--- src/hw/picdsr_pkg.sv ---
// register map, field positions, reset values and timing for the phy management block
package picdsr_pkg;
   // register addresses on the management interface
   localparam logic [4:0] REG_INT_CS = 5'h1B;
   localparam logic [4:0] REG_CABLE = 5'h1D;
   localparam logic [4:0] REG_PHY_CTL1 = 5'h1E;
   localparam logic [4:0] REG_PHY_CTL2 = 5'h1F;
   // field positions
   localparam int INT_EN_LSB = 8;
   localparam int INT_FLAG_LSB = 0;
   localparam int CAB_START_BIT = 15;
   localparam int CAB_RES_LSB = 13;
   localparam int CAB_SHORT_BIT = 12;
   localparam int CAB_RSV_LSB = 9;
   localparam int CAB_CNT_LSB = 0;
   localparam int CTL1_PAUSE_BIT = 9;
   localparam int CTL1_LINK_BIT = 8;
   localparam int CTL1_POL_BIT = 7;
   localparam int CTL1_MDIX_BIT = 5;
   localparam int CTL2_INT_LVL_BIT = 9;
   // reset values
   localparam logic [7:0] INT_EN_RESET = 8'h00;
   localparam logic [7:0] INT_FLAG_RESET = 8'h00;
   localparam logic INT_LVL_RESET = 1'b0;
   localparam logic INT_OUT_RESET = 1'b1;
   localparam logic [2:0] CAB_RSV_RESET = 3'h0;
   localparam logic [8:0] FAULT_CNT_RESET = 9'h000;
   // management frame
   localparam logic [4:0] PHY_ADDR_DEFAULT = 5'h00;
   localparam logic [1:0] OP_READ = 2'h2;
   localparam logic [1:0] OP_WRITE = 2'h1;
   localparam int PREAMBLE_BITS = 32;
   localparam int HDR_BITS = 13;
   localparam int DATA_BITS = 16;
   localparam int WTA_BITS = 2;
   // timing
   localparam int CLK_MHZ = 250;
   localparam int DIAG_TIMEOUT_US = 100;
   localparam int DIAG_TIMEOUT_CYC = DIAG_TIMEOUT_US * CLK_MHZ;
   localparam int FAULT_CNT_W = 9;
   localparam logic [8:0] SHORT_LIMIT_DEFAULT = 9'h00A;
   typedef enum logic [1:0] {DIAG_NORMAL, DIAG_OPEN, DIAG_SHORT, DIAG_FAILED} picdsr_diag_res_t;
   typedef enum logic [2:0] {MS_IDLE, MS_HDR, MS_TA1, MS_TA2, MS_RDATA, MS_WTA,
      MS_WDATA} picdsr_mstate_t;
endpackage

--- src/hw/picdsr_diag_if.sv ---
// interface between register logic and cable diagnostic engine
`timescale 1ns/1ps
interface picdsr_diag_if;
   logic start;
   logic busy;
   picdsr_pkg::picdsr_diag_res_t result;
   logic short_ind;
   logic [picdsr_pkg::FAULT_CNT_W-1:0] fault_cnt;
   modport ctrl (output start, input busy, input result, input short_ind, input fault_cnt);
   modport engine (input start, output busy, output result, output short_ind, output fault_cnt);
endinterface // picdsr_diag_if

--- src/hw/picdsr_sync.sv ---
// two flip-flop synchroniser for pin inputs
`timescale 1ns/1ps
module picdsr_sync #(
   parameter int WIDTH = 1
) (
   // clock and reset
   input logic mclk,
   input logic reset,
   // asynchronous in, synchronous out
   input logic [WIDTH-1:0] async_in,
   output logic [WIDTH-1:0] sync_out
);
   typedef struct packed {
      logic [WIDTH-1:0] meta;
      logic [WIDTH-1:0] stable;
   } picdsr_sync_st_t;
   picdsr_sync_st_t st_q;
   picdsr_sync_st_t st_d;
   always_comb begin
      st_d.meta = async_in;
      st_d.stable = st_q.meta;
   end
   always_ff @(posedge mclk) begin
      if (reset) begin
         st_q <= '0;
      end else begin
         st_q <= st_d;
      end
   end
   assign sync_out = st_q.stable;
endmodule // picdsr_sync

--- src/hw/picdsr_diag.sv ---
// cable diagnostic engine with timeout
`timescale 1ns/1ps
module picdsr_diag
   import picdsr_pkg::*;
#(
   parameter int TIMEOUT_CYC = picdsr_pkg::DIAG_TIMEOUT_CYC,
   parameter logic [8:0] SHORT_LIMIT = picdsr_pkg::SHORT_LIMIT_DEFAULT
) (
   // clock and reset
   input logic mclk,
   input logic reset,
   // control side
   picdsr_diag_if.engine d,
   // analog front end
   output logic tdr_fire,
   input logic tdr_done,
   input picdsr_pkg::picdsr_diag_res_t tdr_code,
   input logic [picdsr_pkg::FAULT_CNT_W-1:0] tdr_dist
);
   localparam int TW = $clog2(TIMEOUT_CYC + 1);
   typedef struct packed {
      logic busy;
      logic fire;
      logic [TW-1:0] timer;
      picdsr_diag_res_t result;
      logic short_ind;
      logic [FAULT_CNT_W-1:0] fault_cnt;
   } picdsr_diag_st_t;
   picdsr_diag_st_t st_q;
   picdsr_diag_st_t st_d;
   always_comb begin
      st_d = st_q;
      st_d.fire = 1'b0;
      if (!st_q.busy) begin
         if (d.start) begin
            st_d.busy = 1'b1;
            st_d.fire = 1'b1;
            st_d.timer = '0;
         end
      end else if (tdr_done) begin
         st_d.busy = 1'b0;
         st_d.result = tdr_code;
         st_d.fault_cnt = tdr_dist;
         st_d.short_ind = (tdr_code == DIAG_SHORT) && (tdr_dist < SHORT_LIMIT);
      end else if (st_q.timer == TW'(TIMEOUT_CYC - 1)) begin
         st_d.busy = 1'b0;
         st_d.result = DIAG_FAILED;
         st_d.short_ind = 1'b0;
         st_d.fault_cnt = FAULT_CNT_RESET;
      end else begin
         st_d.timer = st_q.timer + 1'b1;
      end
   end
   always_ff @(posedge mclk) begin
      if (reset) begin
         st_q <= '0;
         st_q.result <= DIAG_NORMAL;
         st_q.fault_cnt <= FAULT_CNT_RESET;
      end else begin
         st_q <= st_d;
      end
   end
   assign d.busy = st_q.busy;
   assign d.result = st_q.result;
   assign d.short_ind = st_q.short_ind;
   assign d.fault_cnt = st_q.fault_cnt;
   assign tdr_fire = st_q.fire;
   chk_done_result: assert property (
      @(posedge mclk) disable iff (reset)
      (st_q.busy && tdr_done) |=> (!st_q.busy && st_q.result == $past(tdr_code)
         && st_q.fault_cnt == $past(tdr_dist)))
      else $error("diagnostic result not captured");
   chk_short_ind: assert property (
      @(posedge mclk) disable iff (reset)
      $fell(st_q.busy) |-> (st_q.short_ind == ((st_q.result == DIAG_SHORT)
         && (st_q.fault_cnt < SHORT_LIMIT))))
      else $error("short cable indicator wrong");
   chk_diag_timeout: assert property (
      @(posedge mclk) disable iff (reset)
      (st_q.busy && !tdr_done && st_q.timer == TW'(TIMEOUT_CYC - 1))
         |=> (!st_q.busy && st_q.result == DIAG_FAILED))
      else $error("diagnostic timeout not reported as failed");
endmodule // picdsr_diag

--- src/hw/picdsr_top.sv ---
// phy interrupt, cable diagnostic and status registers behind the management serial port
`timescale 1ns/1ps
module picdsr_top
   import picdsr_pkg::*;
#(
   parameter logic [4:0] PHY_ADDR = picdsr_pkg::PHY_ADDR_DEFAULT,
   parameter int DIAG_TIMEOUT_CYC = picdsr_pkg::DIAG_TIMEOUT_CYC,
   parameter logic [8:0] SHORT_LIMIT = picdsr_pkg::SHORT_LIMIT_DEFAULT
) (
   // clock and reset
   input logic mclk,
   input logic reset,
   // management serial pins
   input logic mdc,
   input logic mdio_i,
   output logic mdio_o,
   output logic mdio_oe,
   // interrupt pin
   output logic int_out,
   // events from the phy core, one-cycle pulses
   input logic [7:0] phy_events,
   // status from the phy core
   input logic pause_capable,
   input logic link_up,
   input logic polarity_rev,
   input logic mdix_state,
   // cable diagnostic front end
   output logic tdr_fire,
   input logic tdr_done,
   input picdsr_pkg::picdsr_diag_res_t tdr_code,
   input logic [picdsr_pkg::FAULT_CNT_W-1:0] tdr_dist
);
   import picdsr_pkg::*;

   typedef struct packed {
      picdsr_mstate_t ms;
      logic [5:0] ones;
      logic [4:0] cnt;
      logic [HDR_BITS-1:0] hdr;
      logic [DATA_BITS-1:0] sh;
      logic [4:0] addr;
      logic mdio_o;
      logic mdio_oe;
      logic mdc_d;
      logic [7:0] int_en;
      logic [7:0] int_flag;
      logic int_lvl;
      logic [2:0] cab_rsv;
      logic int_out;
      logic diag_start;
   } picdsr_top_st_t;

   picdsr_top_st_t st_q;
   picdsr_top_st_t st_d;
   logic [1:0] pins_s;
   logic mdc_s;
   logic mdio_s;
   logic mdc_rise;
   logic rd_hit;
   logic wr_hit;
   logic int_clr;
   logic int_pend;
   logic [HDR_BITS-1:0] hdr_full;
   logic [DATA_BITS-1:0] wword;
   logic [DATA_BITS-1:0] rword;
   logic [7:0] wr_en_field;

   // pin synchronisers
   picdsr_sync #(
      .WIDTH(2)
   ) u_sync (
      .mclk(mclk),
      .reset(reset),
      .async_in({mdc, mdio_i}),
      .sync_out(pins_s)
   );
   assign mdc_s = pins_s[1];
   assign mdio_s = pins_s[0];

   // cable diagnostic engine
   picdsr_diag_if diag ();
   picdsr_diag #(
      .TIMEOUT_CYC(DIAG_TIMEOUT_CYC),
      .SHORT_LIMIT(SHORT_LIMIT)
   ) u_diag (
      .mclk(mclk),
      .reset(reset),
      .d(diag.engine),
      .tdr_fire(tdr_fire),
      .tdr_done(tdr_done),
      .tdr_code(tdr_code),
      .tdr_dist(tdr_dist)
   );
   assign diag.start = st_q.diag_start;

   assign mdc_rise = mdc_s && !st_q.mdc_d;
   assign hdr_full = {st_q.hdr[HDR_BITS-2:0], mdio_s};
   assign wword = {st_q.sh[DATA_BITS-2:0], mdio_s};
   assign wr_en_field = wword[INT_EN_LSB +: 8];

   // read data decode
   always_comb begin
      rword = 16'h0000;
      if (st_q.addr == REG_INT_CS) begin
         rword[INT_EN_LSB +: 8] = st_q.int_en;
         rword[INT_FLAG_LSB +: 8] = st_q.int_flag;
      end else if (st_q.addr == REG_CABLE) begin
         rword[CAB_START_BIT] = st_q.diag_start | diag.busy;
         rword[CAB_RES_LSB +: 2] = diag.result;
         rword[CAB_SHORT_BIT] = diag.short_ind;
         rword[CAB_RSV_LSB +: 3] = st_q.cab_rsv;
         rword[CAB_CNT_LSB +: FAULT_CNT_W] = diag.fault_cnt;
      end else if (st_q.addr == REG_PHY_CTL1) begin
         rword[CTL1_PAUSE_BIT] = pause_capable;
         rword[CTL1_LINK_BIT] = link_up;
         rword[CTL1_POL_BIT] = polarity_rev;
         rword[CTL1_MDIX_BIT] = mdix_state;
      end else if (st_q.addr == REG_PHY_CTL2) begin
         rword[CTL2_INT_LVL_BIT] = st_q.int_lvl;
      end
   end

   // frame engine and register update
   always_comb begin
      st_d = st_q;
      st_d.mdc_d = mdc_s;
      st_d.diag_start = 1'b0;
      rd_hit = 1'b0;
      wr_hit = 1'b0;
      if (mdc_rise) begin
         case (st_q.ms)
            MS_IDLE: begin
               if (mdio_s) begin
                  if (st_q.ones != 6'h3F) begin
                     st_d.ones = st_q.ones + 6'h01;
                  end
               end else begin
                  if (st_q.ones >= 6'(PREAMBLE_BITS)) begin
                     st_d.ms = MS_HDR;
                     st_d.cnt = 5'h00;
                  end
                  st_d.ones = 6'h00;
               end
            end
            MS_HDR: begin
               st_d.hdr = hdr_full;
               st_d.cnt = st_q.cnt + 5'h01;
               if (st_q.cnt == 5'(HDR_BITS - 1)) begin
                  st_d.addr = hdr_full[4:0];
                  st_d.cnt = 5'h00;
                  if (!hdr_full[12] || hdr_full[9:5] != PHY_ADDR) begin
                     st_d.ms = MS_IDLE;
                  end else if (hdr_full[11:10] == OP_READ) begin
                     st_d.ms = MS_TA1;
                  end else if (hdr_full[11:10] == OP_WRITE) begin
                     st_d.ms = MS_WTA;
                  end else begin
                     st_d.ms = MS_IDLE;
                  end
               end
            end
            MS_TA1: begin
               rd_hit = 1'b1;
               st_d.sh = rword;
               st_d.mdio_oe = 1'b1;
               st_d.mdio_o = 1'b0;
               st_d.ms = MS_TA2;
            end
            MS_TA2: begin
               st_d.mdio_o = st_q.sh[DATA_BITS-1];
               st_d.sh = {st_q.sh[DATA_BITS-2:0], 1'b0};
               st_d.cnt = 5'h00;
               st_d.ms = MS_RDATA;
            end
            MS_RDATA: begin
               if (st_q.cnt == 5'(DATA_BITS - 1)) begin
                  st_d.mdio_oe = 1'b0;
                  st_d.mdio_o = 1'b0;
                  st_d.ms = MS_IDLE;
               end else begin
                  st_d.mdio_o = st_q.sh[DATA_BITS-1];
                  st_d.sh = {st_q.sh[DATA_BITS-2:0], 1'b0};
                  st_d.cnt = st_q.cnt + 5'h01;
               end
            end
            MS_WTA: begin
               st_d.cnt = st_q.cnt + 5'h01;
               if (st_q.cnt == 5'(WTA_BITS - 1)) begin
                  st_d.cnt = 5'h00;
                  st_d.ms = MS_WDATA;
               end
            end
            MS_WDATA: begin
               st_d.sh = wword;
               st_d.cnt = st_q.cnt + 5'h01;
               if (st_q.cnt == 5'(DATA_BITS - 1)) begin
                  wr_hit = 1'b1;
                  st_d.ms = MS_IDLE;
               end
            end
            default: begin
               st_d.ms = MS_IDLE;
            end
         endcase
      end
      if (wr_hit) begin
         if (st_q.addr == REG_INT_CS) begin
            st_d.int_en = wr_en_field;
         end else if (st_q.addr == REG_CABLE) begin
            st_d.cab_rsv = wword[CAB_RSV_LSB +: 3];
            if (wword[CAB_START_BIT] && !diag.busy) begin
               st_d.diag_start = 1'b1;
            end
         end else if (st_q.addr == REG_PHY_CTL2) begin
            st_d.int_lvl = wword[CTL2_INT_LVL_BIT];
         end
      end
      int_clr = rd_hit && (st_q.addr == REG_INT_CS);
      // new events win over the clear on read
      st_d.int_flag = (st_q.int_flag & ~{8{int_clr}}) | phy_events;
      int_pend = |(st_q.int_flag & st_q.int_en);
      st_d.int_out = int_pend ? st_q.int_lvl : ~st_q.int_lvl;
   end

   always_ff @(posedge mclk) begin
      if (reset) begin
         st_q <= '0;
         st_q.ms <= MS_IDLE;
         st_q.int_en <= INT_EN_RESET;
         st_q.int_flag <= INT_FLAG_RESET;
         st_q.int_lvl <= INT_LVL_RESET;
         st_q.cab_rsv <= CAB_RSV_RESET;
         st_q.int_out <= INT_OUT_RESET;
      end else begin
         st_q <= st_d;
      end
   end

   assign mdio_o = st_q.mdio_o;
   assign mdio_oe = st_q.mdio_oe;
   assign int_out = st_q.int_out;

   // checks
   chk_flag_capture: assert property (
      @(posedge mclk) disable iff (reset)
      (|phy_events) |=> ((st_q.int_flag & $past(phy_events)) == $past(phy_events)))
      else $error("event flag not set");
   chk_read_clears: assert property (
      @(posedge mclk) disable iff (reset)
      (rd_hit && st_q.addr == REG_INT_CS && phy_events == 8'h00)
         |=> (st_q.int_flag == 8'h00))
      else $error("flags not cleared by status read");
   chk_flag_holds: assert property (
      @(posedge mclk) disable iff (reset)
      !(rd_hit && st_q.addr == REG_INT_CS)
         |=> ((st_q.int_flag & $past(st_q.int_flag)) == $past(st_q.int_flag)))
      else $error("flag dropped without status read");
   chk_int_active: assert property (
      @(posedge mclk) disable iff (reset)
      (|(st_q.int_flag & st_q.int_en)) |=> (int_out == $past(st_q.int_lvl)))
      else $error("interrupt not asserted at programmed level");
   chk_int_quiet: assert property (
      @(posedge mclk) disable iff (reset)
      !(|(st_q.int_flag & st_q.int_en)) |=> (int_out != $past(st_q.int_lvl)))
      else $error("interrupt asserted without enabled flag");
   chk_enable_write: assert property (
      @(posedge mclk) disable iff (reset)
      (wr_hit && st_q.addr == REG_INT_CS) |=> (st_q.int_en == $past(wr_en_field)))
      else $error("interrupt enables not written");
   chk_diag_start: assert property (
      @(posedge mclk) disable iff (reset)
      (wr_hit && st_q.addr == REG_CABLE && wword[CAB_START_BIT] && !diag.busy)
         |=> st_q.diag_start ##1 diag.busy)
      else $error("diagnostic did not start");
   chk_pending_reads: assert property (
      @(posedge mclk) disable iff (reset)
      (mdc_rise && st_q.ms == MS_TA1 && st_q.addr == REG_CABLE && diag.busy)
         |=> st_q.sh[CAB_START_BIT])
      else $error("pending test not read as one");
   chk_status_bits: assert property (
      @(posedge mclk) disable iff (reset)
      (mdc_rise && st_q.ms == MS_TA1 && st_q.addr == REG_PHY_CTL1)
         |=> (st_q.sh[CTL1_PAUSE_BIT] == $past(pause_capable)
         && st_q.sh[CTL1_POL_BIT] == $past(polarity_rev)))
      else $error("control one status bits wrong");
   chk_ta_drive: assert property (
      @(posedge mclk) disable iff (reset)
      (mdc_rise && st_q.ms == MS_TA1) |=> (mdio_oe && !mdio_o))
      else $error("turnaround zero not driven");
   chk_rd_release: assert property (
      @(posedge mclk) disable iff (reset)
      (mdc_rise && st_q.ms == MS_RDATA && st_q.cnt == 5'(DATA_BITS - 1)) |=> !mdio_oe)
      else $error("data line not released after read");
   chk_reset_values: assert property (
      @(posedge mclk) disable iff (reset)
      $fell(reset) |-> (st_q.int_en == INT_EN_RESET && st_q.int_flag == INT_FLAG_RESET
         && st_q.int_lvl == INT_LVL_RESET && int_out == INT_OUT_RESET))
      else $error("register not at reset value");
   chk_flag_no_spur: assert property (
      @(posedge mclk) disable iff (reset)
      (phy_events == 8'h00) |=> ((st_q.int_flag & ~$past(st_q.int_flag)) == 8'h00))
      else $error("event flag set without event");
   chk_level_write: assert property (
      @(posedge mclk) disable iff (reset)
      (wr_hit && st_q.addr == REG_PHY_CTL2)
         |=> (st_q.int_lvl == $past(wword[CTL2_INT_LVL_BIT])))
      else $error("interrupt level not written");
   chk_start_busy: assert property (
      @(posedge mclk) disable iff (reset)
      (wr_hit && st_q.addr == REG_CABLE && diag.busy) |=> !st_q.diag_start)
      else $error("diagnostic restarted while busy");
   chk_cable_fields: assert property (
      @(posedge mclk) disable iff (reset)
      (mdc_rise && st_q.ms == MS_TA1 && st_q.addr == REG_CABLE)
         |=> (st_q.sh[CAB_RES_LSB +: 2] == $past(diag.result)
         && st_q.sh[CAB_SHORT_BIT] == $past(diag.short_ind)
         && st_q.sh[CAB_CNT_LSB +: FAULT_CNT_W] == $past(diag.fault_cnt)))
      else $error("diagnostic fields not read back");
   chk_read_shift: assert property (
      @(posedge mclk) disable iff (reset)
      (mdc_rise && (st_q.ms == MS_TA2 || st_q.ms == MS_RDATA)
         && st_q.cnt != 5'(DATA_BITS - 1))
         |=> (mdio_oe && mdio_o == $past(st_q.sh[DATA_BITS-1])))
      else $error("read data bit not driven");
endmodule // picdsr_top

--- config.mk ---
export PLATFORM = sky130hd
export DESIGN_NAME = picdsr_top
export DESIGN_NICKNAME = d
export VERILOG_FILES = /design/src/hw/picdsr_pkg.sv /design/src/hw/picdsr_diag_if.sv /design/src/hw/picdsr_sync.sv /design/src/hw/picdsr_diag.sv /design/src/hw/picdsr_top.sv
export SDC_FILE = /design/constraint.sdc
export NUM_CORES = 1
export LEC_CHECK = 0
export BUFFER_PORTS_ARGS = -buffer_cell sky130_fd_sc_hd__buf_2
export CAP_MARGIN = 20
export CORE_MARGIN = 2
export CORE_UTILIZATION = 30
export CTS_CLUSTER_DIAMETER = 150
export DETAILED_ROUTE_END_ITERATION = 12
export PLACE_DENSITY = 0.45
export SLEW_MARGIN = 0
export SYNTH_ARGS = -nofsm -noshare
export SYNTH_HDL_FRONTEND = slang
export SYNTH_SLANG_ARGS = --single-unit
--- constraint.sdc ---
create_clock -name mclk -period 3.5 [get_ports mclk]
set_input_delay 0.35 -clock mclk [delete_from_list [all_inputs] [get_ports mclk]]
set_output_delay 0.35 -clock mclk [all_outputs]
set_load 0.05 [all_outputs]
# Yosys cells after proc, flatten, opt, wreduce, memory -nomap -nowiden
# Index checks and enable logic that the tools add are counted.
[op_classes]
eq_ne = 28
mux = 49
n_reduce_logical = 33
n_lt_le_gt_ge = 2
bitwise = 9
n_addsub = 3
[ops]
columns = ["op", "n"]
rows = [
  ["case mux 16 bit (4 select lines)", 1],
  ["2-to-1 mux 15 bit", 3],
  ["2-to-1 mux 16 bit", 2],
  ["2-to-1 mux 5 bit", 6],
  ["case mux 5 bit (6 select lines)", 1],
  ["2-to-1 mux 3 bit", 9],
  ["2-to-1 mux 12 bit", 2],
  ["== test 5 bit (second input constant)", 4],
  ["2-to-1 mux 6 bit", 3],
  ["!= test 2 bit (second input constant)", 9],
  ["case mux 3 bit (6 select lines)", 1],
  ["AND reduction 3 bit", 6],
  ["2-to-1 mux 1 bit", 17],
  ["2-to-1 mux 17 bit", 1],
  ["AND 8 bit", 2],
  ["adder 15 x 1 -> 15 bit (second input constant)", 1],
  ["== test 15 bit (second input constant)", 1],
  ["== test 5 x 4 -> 1 bit (second input constant)", 2],
  ["== test 3 bit (second input constant)", 3],
  ["< comparator 9 x 4 -> 1 bit (second input constant)", 1],
  ["NOT 8 bit", 1],
  ["bitwise OR 8 bit", 1],
  ["AND reduction 2 bit", 4],
  ["OR reduction 8 bit", 1],
  ["29 further kinds", 42],
]
[totals]
word_cells = 147
in_bits = 28
output_inout_bits = 4
regBits = 105

# Depth between registers and ports, before layout
# Gate-level depths: netlist of run 1.
[logic_depth]
word_depth = 7
mapped_depth = 8
ltp_nobuf = 8

# By module
# Synthesis of run 1 repeated with hierarchy kept, for this count alone.
[hier_totals]
cells_unflattened = 565
hier_area_um2 = 5116.2
[modules_own_cells]
columns = ["mod", "area_each_um2", "seq_area_each_um2", "cells_per_inst", "n_inst"]
rows = [
  ["picdsr_top", 3554.7, 1441.4, 407, 1],
  ["picdsr_diag", 1456.4, 580.6, 150, 1],
  ["picdsr_sync", 105.1, 80.1, 8, 1],
]

# Worst setup path before layout of run 1
# OpenSTA, ideal clock, no wires.
[synth_path]
kind = "flip-flop to flip-flop"
startpoint = "reg st_q[59] (netlist name)"
endpoint = "reg st_q[62] (netlist name)"
path_slack_ns = 1.520
t_required_ns = 3.372
n_path_buf = 0
synth_period_minus_slack_ns = 1.980
stages_incl_launch_ff = 9
arrival_ns = 1.853
setup_time_ns = 0.128
path_cell_list = "dfxtp_1 -> ha_1 -> and3_1 -> ha_1 -> or3b_2 -> a21boi_1 -> or3_1 -> a32oi_1 -> o41ai_1"
[synth_via]
elab_chain_cells = 3
word_cells_on_any_way = 10
cone_classes = "1 x add/sub; 4 x eq/ne; 4 x mux; 1 x reduce/logical"
[synth_rtl]
columns = ["element", "line", "rtl"]
rows = [
  ["start: declaration", "picdsr_top.sv:53", "picdsr_top_st_t st_q;"],
  ["start signal: assignment", "picdsr_top.sv:235", "st_q <= st_d;"],
  ["adder 5 x 1 -> 5 bit (tied with other cells)", "n/a", ""],
  ["2-to-1 mux 5 bit (tied with other cells)", "picdsr_top.sv:188", "if (st_q.cnt == 5'(WTA_BITS - 1)) begin"],
  ["case mux 5 bit (6 select lines) / AND reduction 5 bit (equally long branches)", "n/a", ""],
]
# Parallel ways exist; a longest one is shown, timed or not. The select of a mux whose other input is x is not followed.
# A chain may end at the register's enable or synchronous reset.

# Worst setup path in the final report of run 1
[layout_path]
startpoint = "reg st_q[59] (netlist name)"
endpoint = "reg st_q[44] (netlist name)"
[layout_via]
elab_chain_cells = 3
[layout_rtl]
columns = ["element", "line", "rtl"]
rows = [
  ["== test 5 x 4 -> 1 bit", "picdsr_top.sv:176", "if (st_q.cnt == 5'(DATA_BITS - 1)) begin"],
  ["!= test 2 bit (no line)", "n/a", ""],
  ["AND reduction 3 bit (no line)", "n/a", ""],
]
# Every way passes these cells.

==> results, run 1 <==
- The flow ran to the end, and the final reports show no timing, DRC or antenna violations.
- IR analysis of the VDD net gives a maximum drop of 0.000199 V.
- Clock-pin slew was measured on the worst setup and hold paths at 70 ps.
- In the synthesized netlist the dominant register cell turns out to be dfxtp_1.
- The detailed-router iteration count before antenna repair is 4.
- Adding up every negative setup slack in the final design gives 0 ps.
- The cell count after synthesis came out at 538.
- The share of final-layout standard cells stronger than drive strength 1 is 13.7%.
- The sort of element at the end of the critical path is a flop.
- The total number of nets in the final design is 592.
- Data on the critical path is required at its endpoint by 3800 ps.
- The post-synthesis net count is 573.
- The post-detailed-routing wire length is 11.6 mm.
- The cell type with the highest occurrence count on the critical path is ha_1.
- The total core area is 0.0158 sq mm.
- The number of flops mapped to enable cells by yosys is 0.
- The delay of the slowest cell on the worst path is 470 ps.
- The path class of the tightest hold or removal check is in2reg.
- For this design, the sink count on the clock tree is 105.
- The tool flagged a number of max-cap violations equal to 0.
- The first global-routing pass estimated 18.9 mm of wire.
- The per-cell via count in the routed design is 5.02.
- The initial antenna violation count is 0.
- The worst hold path was traced through 3 stages.
- Setup repair after global routing left no endpoint under its margin.
- The worst register-to-register path has a depth of 8.
- After floorplanning, the core was divided into 46 placement rows.
- The final count of pins violating max slew is 0.
- The initial utilization of the core area, before any placement, comes to 30.5%.
- In this run the power density over the cells is 406 mW/mm^2.
- The wire length per cell after detailed routing is 14.9 um.
- At the pin with the least slew margin, the transition time is 1010 ps.
- The count of buffers inserted at the top-level ports is 31.
- The number of buffers on the longest clock path is 2.
- The DRC violations left is 0.
- The die height is 131 um.
- The total congestion overflow is 0.
- The clock period could shrink to 2310 ps.
- In this run, synthesis produced a sequential element count of 105.
- The kind of cell with the highest combined delay along the critical path is simple AND/OR/NAND/NOR gates.
- Measured along the x axis, the die boundary spans 131 um.
- The TritonCTS clock tree is done.
- From synthesis to final layout, the design area changed by 12.8%.
- The endpoint arrival time on the critical path is 2610 ps.
- The hold buffer count at cts is 0.
- The register area share after synthesis is 43.7%.
- The highest-delay cell along the critical path is o211a_1.
- The number of nets with antenna violations after detailed routing is 0.
- The die area is 0.0171 sq mm.
- The HPWL after detailed placement is 8.29 mm.
- The signal on the critical path passes through ha_1 -> and3_1 -> ha_1 -> nor2b_1 -> o211a_1 -> nand2_1 -> nor3_1 -> a31o_2.
- The cell count along the critical path is 8.
- The worst hold slack across all endpoints is 197 ps.
- In this run, CTS created clock tree buffers numbering 9.
- The category of the worst setup path launch point is a flop.
- In the post-synthesis netlist, the cell with the most instances is dfxtp_1.
- The analysis attributes to cell leakage a power of 1.97 nW.
- Entering global routing, the biggest net connects 63 pins.
- Routability-driven placement finished with a final weighted congestion of 0.797.
- Post-CTS timing repair inserted 0 buffers for setup.
- The number of antenna diodes in the final layout is 0.
- The highest achievable clock rate is 433 MHz.
- The source-to-sink clock delay at the later pin of the worst-skew pair is 360 ps.
- The average size of a mapped cell is 8.94 sq um.
- In this run the worst path has a maximum fanout of 15.
- The root buffer cell chosen for the clock tree is clkbuf_16.
- The type of the worst setup path is reg2reg.
- 32 I/O pins were placed.
- The post-cts resize count is 0.
- CTS built an H-tree with a depth of 3.
- In the post-synthesis netlist, the biggest area contributors are dfxtp_1 44%, mux2i_1 6.7%, nor2_1 5.3%.
- The number of global-route vias before repair is 3576.
- Of the available clock period, the critical path in the final layout requires 65.9%.
- The number of warnings reported in the yosys synthesis log is 0.
- The post-synthesis cell type with the largest combined area is dfxtp_1.
- Once layout is complete, the utilization of the core stands at 34.4%.
- The global-route usage over all layers is 14.3%.
- The worst path buffer plus inverter count is 0.
- The final-report hold violation count is 0.
- The final route contains 3899 vias.
- Clock skew on the completed layout was measured at 13.2 ps.
- Setup violations remaining at the end of the flow were counted as 0.
- The synthesized design devotes to its leading area cell type 43.7% of total area.
- The relative max-transition margin is 32.5%.
- By count the netlist is led by 105 x dfxtp_1, 68 x nor2_1, 45 x a21oi_1, 40 x nand2_1, 32 x mux2i_1.
- The first-iteration detailed-routing DRC count is 205.
- The fraction of registers with async set/reset is 0%.
- The post-synthesis instance area is 0.00481 sq mm.
- The netlist uses 68 different library cells.
==> final cells by class <==
class                   count  area, sq um
multi-input cells         386         2520
inverters                  18         67.6
well taps                 216          270
clock buffers               9          225
clock inverters             6         42.5
repair buffers             37          200
flip-flops and latches    105         2100
fillers                  1684        10300
==> tightest hold or removal path, cell delays in order <==
cell and delay, ps:
buf_2 70, a21oi_1 30, nor2_1 60
==> per-layer routing <==
| layer | GRT usage [%] | share of wire (%) |
|---|---|---|
| met1 | 20.0 | 49 |
| met2 | 21.8 | 45 |
| met3 | 2.16 | 3.6 |
| met4 | 6.82 | 2.3 |
| met5 | 0 | 0 |
==> cell usage in the layout (no fill, tap or decap), types with 3 or more instances in the layout <==
cell,count
dfxtp_1,105
or3_1,7
o211ai_1,14
xor2_1,5
a22o_1,9
ha_1,7
nand2b_1,10
nor4b_2,3
and3_1,3
clkbuf_16,9
and2_1,4
a31oi_1,3
or3b_2,3
nand2_1,40
mux2i_1,32
o31ai_1,5
a22oi_1,5
buf_2,31
clkinv_2,3
o21ai_0,15
nor4_1,4
a21oi_1,45
xnor2_1,4
nor2_1,68
a221o_1,10
nand4_1,8
buf_4,6
o22ai_1,3
nand3b_1,4
nor2b_1,8
inv_1,18
nor3_1,8
nand3_1,11
or2_2,3
==> flip-flops by register name, indices dropped and copies added, names as in the netlist <==
signal and count:
st_q 56, hdr_full 12, mdio_oe 1, diag.start 1
mdio_o 1, u_diag.d.short_ind 1, u_diag.d.busy 1, int_out 1
u_diag.d.fault_cnt 9, u_sync.sync_out 2, u_diag.st_q 15, u_diag.tdr_fire 1
u_sync.st_d 2, u_diag.d.result 2
==> cells by family (layout without fill, tap and decap cells) <==
kind of cell / count (synthesis) / in the layout / synth area share [%]
buf+inv: 47 / 70 / 4.08
mux: 32 / 32 / 6.66
compound gates: 135 / 135 / 19.7
fa+ha+maj: 7 / 7 / 1.82
flops: 105 / 105 / 43.7
xor+xnor: 9 / 9 / 1.64
simple gates: 203 / 203 / 22.4
==> per-stage QoR <==
stage               power, mW  setup WS [ps]  area, sq um  std cells
detailed placement       1.30           1230         5160        762
global route             2.30           1030         5430        777
finish                   2.20           1190         5430        777
floorplan                1.27           1520         4810        538
CTS                      2.24           1210         5430        777
global placement         1.30           1250         5160        762
==> worst paths after layout <==
path	start	slack (ps)	endpoint
worst min-delay path	phy_events[0]	200	st_q[6]
worst max register to register	st_q[59]	1190	st_q[44]
worst max-delay path	st_q[59]	1190	st_q[44]
worst min register to register	u_sync.st_d[0]	450	u_sync.sync_out[0]
==> where the power goes <==
| group | internal, mW | switching (mW) |
|---|---|---|
| Sequential | 1.20 | 0.00886 |
| Combinational | 0.0203 | 0.0394 |
| Clock | 0.482 | 0.451 |
Power figures use the tool's default switching activity.
==> run 2: changes to the inputs <==
--- a/config.mk
+++ b/config.mk
@@ -11,7 +11,7 @@
 export CORE_UTILIZATION = 30
 export CTS_CLUSTER_DIAMETER = 150
 export DETAILED_ROUTE_END_ITERATION = 12
-export PLACE_DENSITY = 0.45
+export PLACE_DENSITY = 0.47
 export SLEW_MARGIN = 0
 export SYNTH_ARGS = -nofsm -noshare
 export SYNTH_HDL_FRONTEND = slang
==> constraint.sdc (replaced) <==
create_clock -name mclk -period 2 [get_ports mclk]
set_input_delay 0.2 -clock mclk [delete_from_list [all_inputs] [get_ports mclk]]
set_output_delay 0.2 -clock mclk [all_outputs]
set_load 0.05 [all_outputs]
==> results, run 2 (synthesized netlist as in run 1, its figures left out) <==
- The run finished with clean final reports.
- For the final database, setup skew stands at 16.0 ps.
- The wire length of the first global-routing pass is 19.5 mm.
- In this run the core area contains 46 standard-cell rows.
- The per-cell via count in the routed design is 5.00.
- The clock period minus worst slack is 1970 ps.
- Measured against its own limit, the worst slew margin works out to 62.9%.
- The global-route usage over all layers is 14.5%.
- The number of flip-flops under the largest register name is 56.
- The total negative slack for setup checks is 0 ps.
- The worst hold path depth is 3.
- The count of final setup violators is 0.
- Detailed placement finished with a half-perimeter wire length of 8.48 mm.
- The number of nets with antenna violations after detailed routing is 0.
- STA classifies the critical path startpoint as a flop.
- The register bank with the most flops is st_q.
- The later pin in the worst-skew pair is clocked with a latency of 360 ps.
- The type of the worst setup path is reg2reg.
- The number of buffers on the longest clock path is 2.
- The share of final-layout standard cells stronger than drive strength 1 is 20.7%.
- The required arrival time at the worst endpoint is 2240 ps.
- The final-report hold violation count is 0.
- The deepest level of the CTS H-tree is 3.
- Across all hold checks on the routed design, the worst slack comes to 37.0 ps.
- From bottom edge to top edge, the die measures 131 um.
- The post-synthesis to final-layout area growth is 20.5%.
- In the final design database the tool counted 625 nets.
- Setup repair after global routing could not meet its margin everywhere.
- The total area of multi-input combinational cells is 0.00260 sq mm.
- The congestion estimate from routability-driven global placement came to 0.817.
- Clock-pin slew was measured on the worst setup and hold paths at 80 ps.
- The total power per unit cell area is 685 mW/mm^2.
- For this run, the share of the core covered by cells in the final layout is 36.8%.
- The internal power contribution is 3.02 mW.
- The final count of pins violating max slew is 0.
- The number of filler cells placed in the layout is 1640.
- The number of global-route vias before repair came to 3859.
- Counting the buffers created by CTS gives 9.
- Across all layers, the routed design uses 4052 vias.
- VDD sags by at most 0.000383 V.
- TritonCTS built the clock tree.
- The leakage power total is 2.17 nW.
- The detailed-router iteration count before antenna repair is 4.
- The die area is 0.0171 sq mm.
- In this run switching power makes up 24.1% of total power.
- The part of the power in registers is 53.4%.
- The classification of the worst-slack hold path is in2reg.
- 0 antenna diodes ended up in the layout.
- The horizontal die dimension is 131 um.
- Dividing the final minimum period by the clock period gives 98.7%.
- The first routing iteration left 200 violations.
- The count of buffers added on input and output ports is 31.
- The pin count of the biggest net entering global routing is 36.
- The clock network is responsible for 43.8% of the overall power.
- The sequential cell area is 0.00211 sq mm.
- Max-cap violations in this run came to 0.
- In the layout the commonest cells are 103 x dfxtp_1, 67 x nor2_1, 45 x a21oi_1.
- The combinational group share of total power is 2.8%.
- CTS placed an instance of clkbuf_16 at the clock tree root.
- The top-level port count is 32.
- At the pin with the least slew margin, the transition time is 554 ps.
- The clock net sink count is 105.
- The final design instance area without fill is 0.00580 sq mm.
- The worst reg2reg path depth is 8.
- For this design the total switching power over the nets is 0.956 mW.
- The initial cell density of the core is 30.5%.
- In this run, post-CTS hold repair placed 0 buffers.
- The endpoint arrival time on the critical path is 2210 ps.
- The initial antenna violation count is 0.
- The total power of the final layout is 3.97 mW.
- After detailed routing, the average wire length per cell comes to 14.7 um.
- The sort of element at the end of the critical path is a flop.
- In the routed design, unresolved DRC markers number 0.
- The largest driver fanout on the critical path is 8.
- Summed over all layers, the routed wires come to 11.9 mm.
- The total core area is 0.0158 sq mm.
- Global routing finished with a remaining overflow of 0.
- The highest achievable clock rate is 506 MHz.
- The library cell used most frequently in the layout, excluding fill and tap cells, is dfxtp_1.
- In this run the cell area measured after placement is 0.00540 sq mm.
==> run 2: cell type report <==
cell class | instances | area share (%)
clock buffers | 9 | 3.89
clock inverters | 7 | 1.10
inverters | 18 | 1.17
multi-input cells | 386 | 44.9
flip-flops and latches | 105 | 36.4
well taps | 216 | 4.66
repair buffers | 70 | 7.94
==> run 2: power groups by stage <==
| stage | Sequential, mW | Clock, mW | Combinational, mW |
|---|---|---|---|
| 2_1_floorplan | 2.16 | 0 | 0.0566 |
| 6_report | 2.12 | 1.74 | 0.112 |
| 3_3_place_gp | 2.17 | 0 | 0.110 |
| 5_1_grt | 2.12 | 1.85 | 0.126 |
| 3_5_place_dp | 2.17 | 0 | 0.112 |
| 4_1_cts | 2.12 | 1.78 | 0.112 |
==> run 2: per-stage QoR <==
stage	setup WS (ps)	cells
after floorplan	19.8	538
after global placement	-41.6	793
after detailed placement	-107	793
after CTS	-17.7	809
after global routing	-83.7	811
final	25.3	811
==> run 2: worst paths after layout <==
kind                  startpoint  slack, ps            endpoint
hold reg to reg   u_sync.st_d[1]        450  u_sync.sync_out[1]
setup / recovery        st_q[60]         30            st_q[15]
hold / removal     phy_events[2]         40             st_q[8]
setup reg to reg        st_q[60]         30            st_q[15]
==> run 2: metal layers <==
layer / vias up / global-route usage (%) / routed length (um)
met2: 61 / 22.5 / 5400
met4: 0 / 6.88 / 270
li1: 2053 / - / -
met5: - / 0 / 0
met1: 1921 / 19.9 / 5920
met3: 17 / 2.24 / 345
==> run 2: repair_timing <==
action                                  in CTS  in global routing
pin swaps                                    3                  9
endpoints found under the setup margin      22                 50
resized for setup                            4                 15
cloned                                       0                  0
setup buffers                                0                  1
==> run 2: critical path: stages, from the launching register on <==
cell     delay [ps]
dfxtp_4         370
ha_4            130
and3_4          200
ha_4            170
nand4_1         170
nor4b_2         290
buf_4           250
mux2i_2         230
nor2_1           50
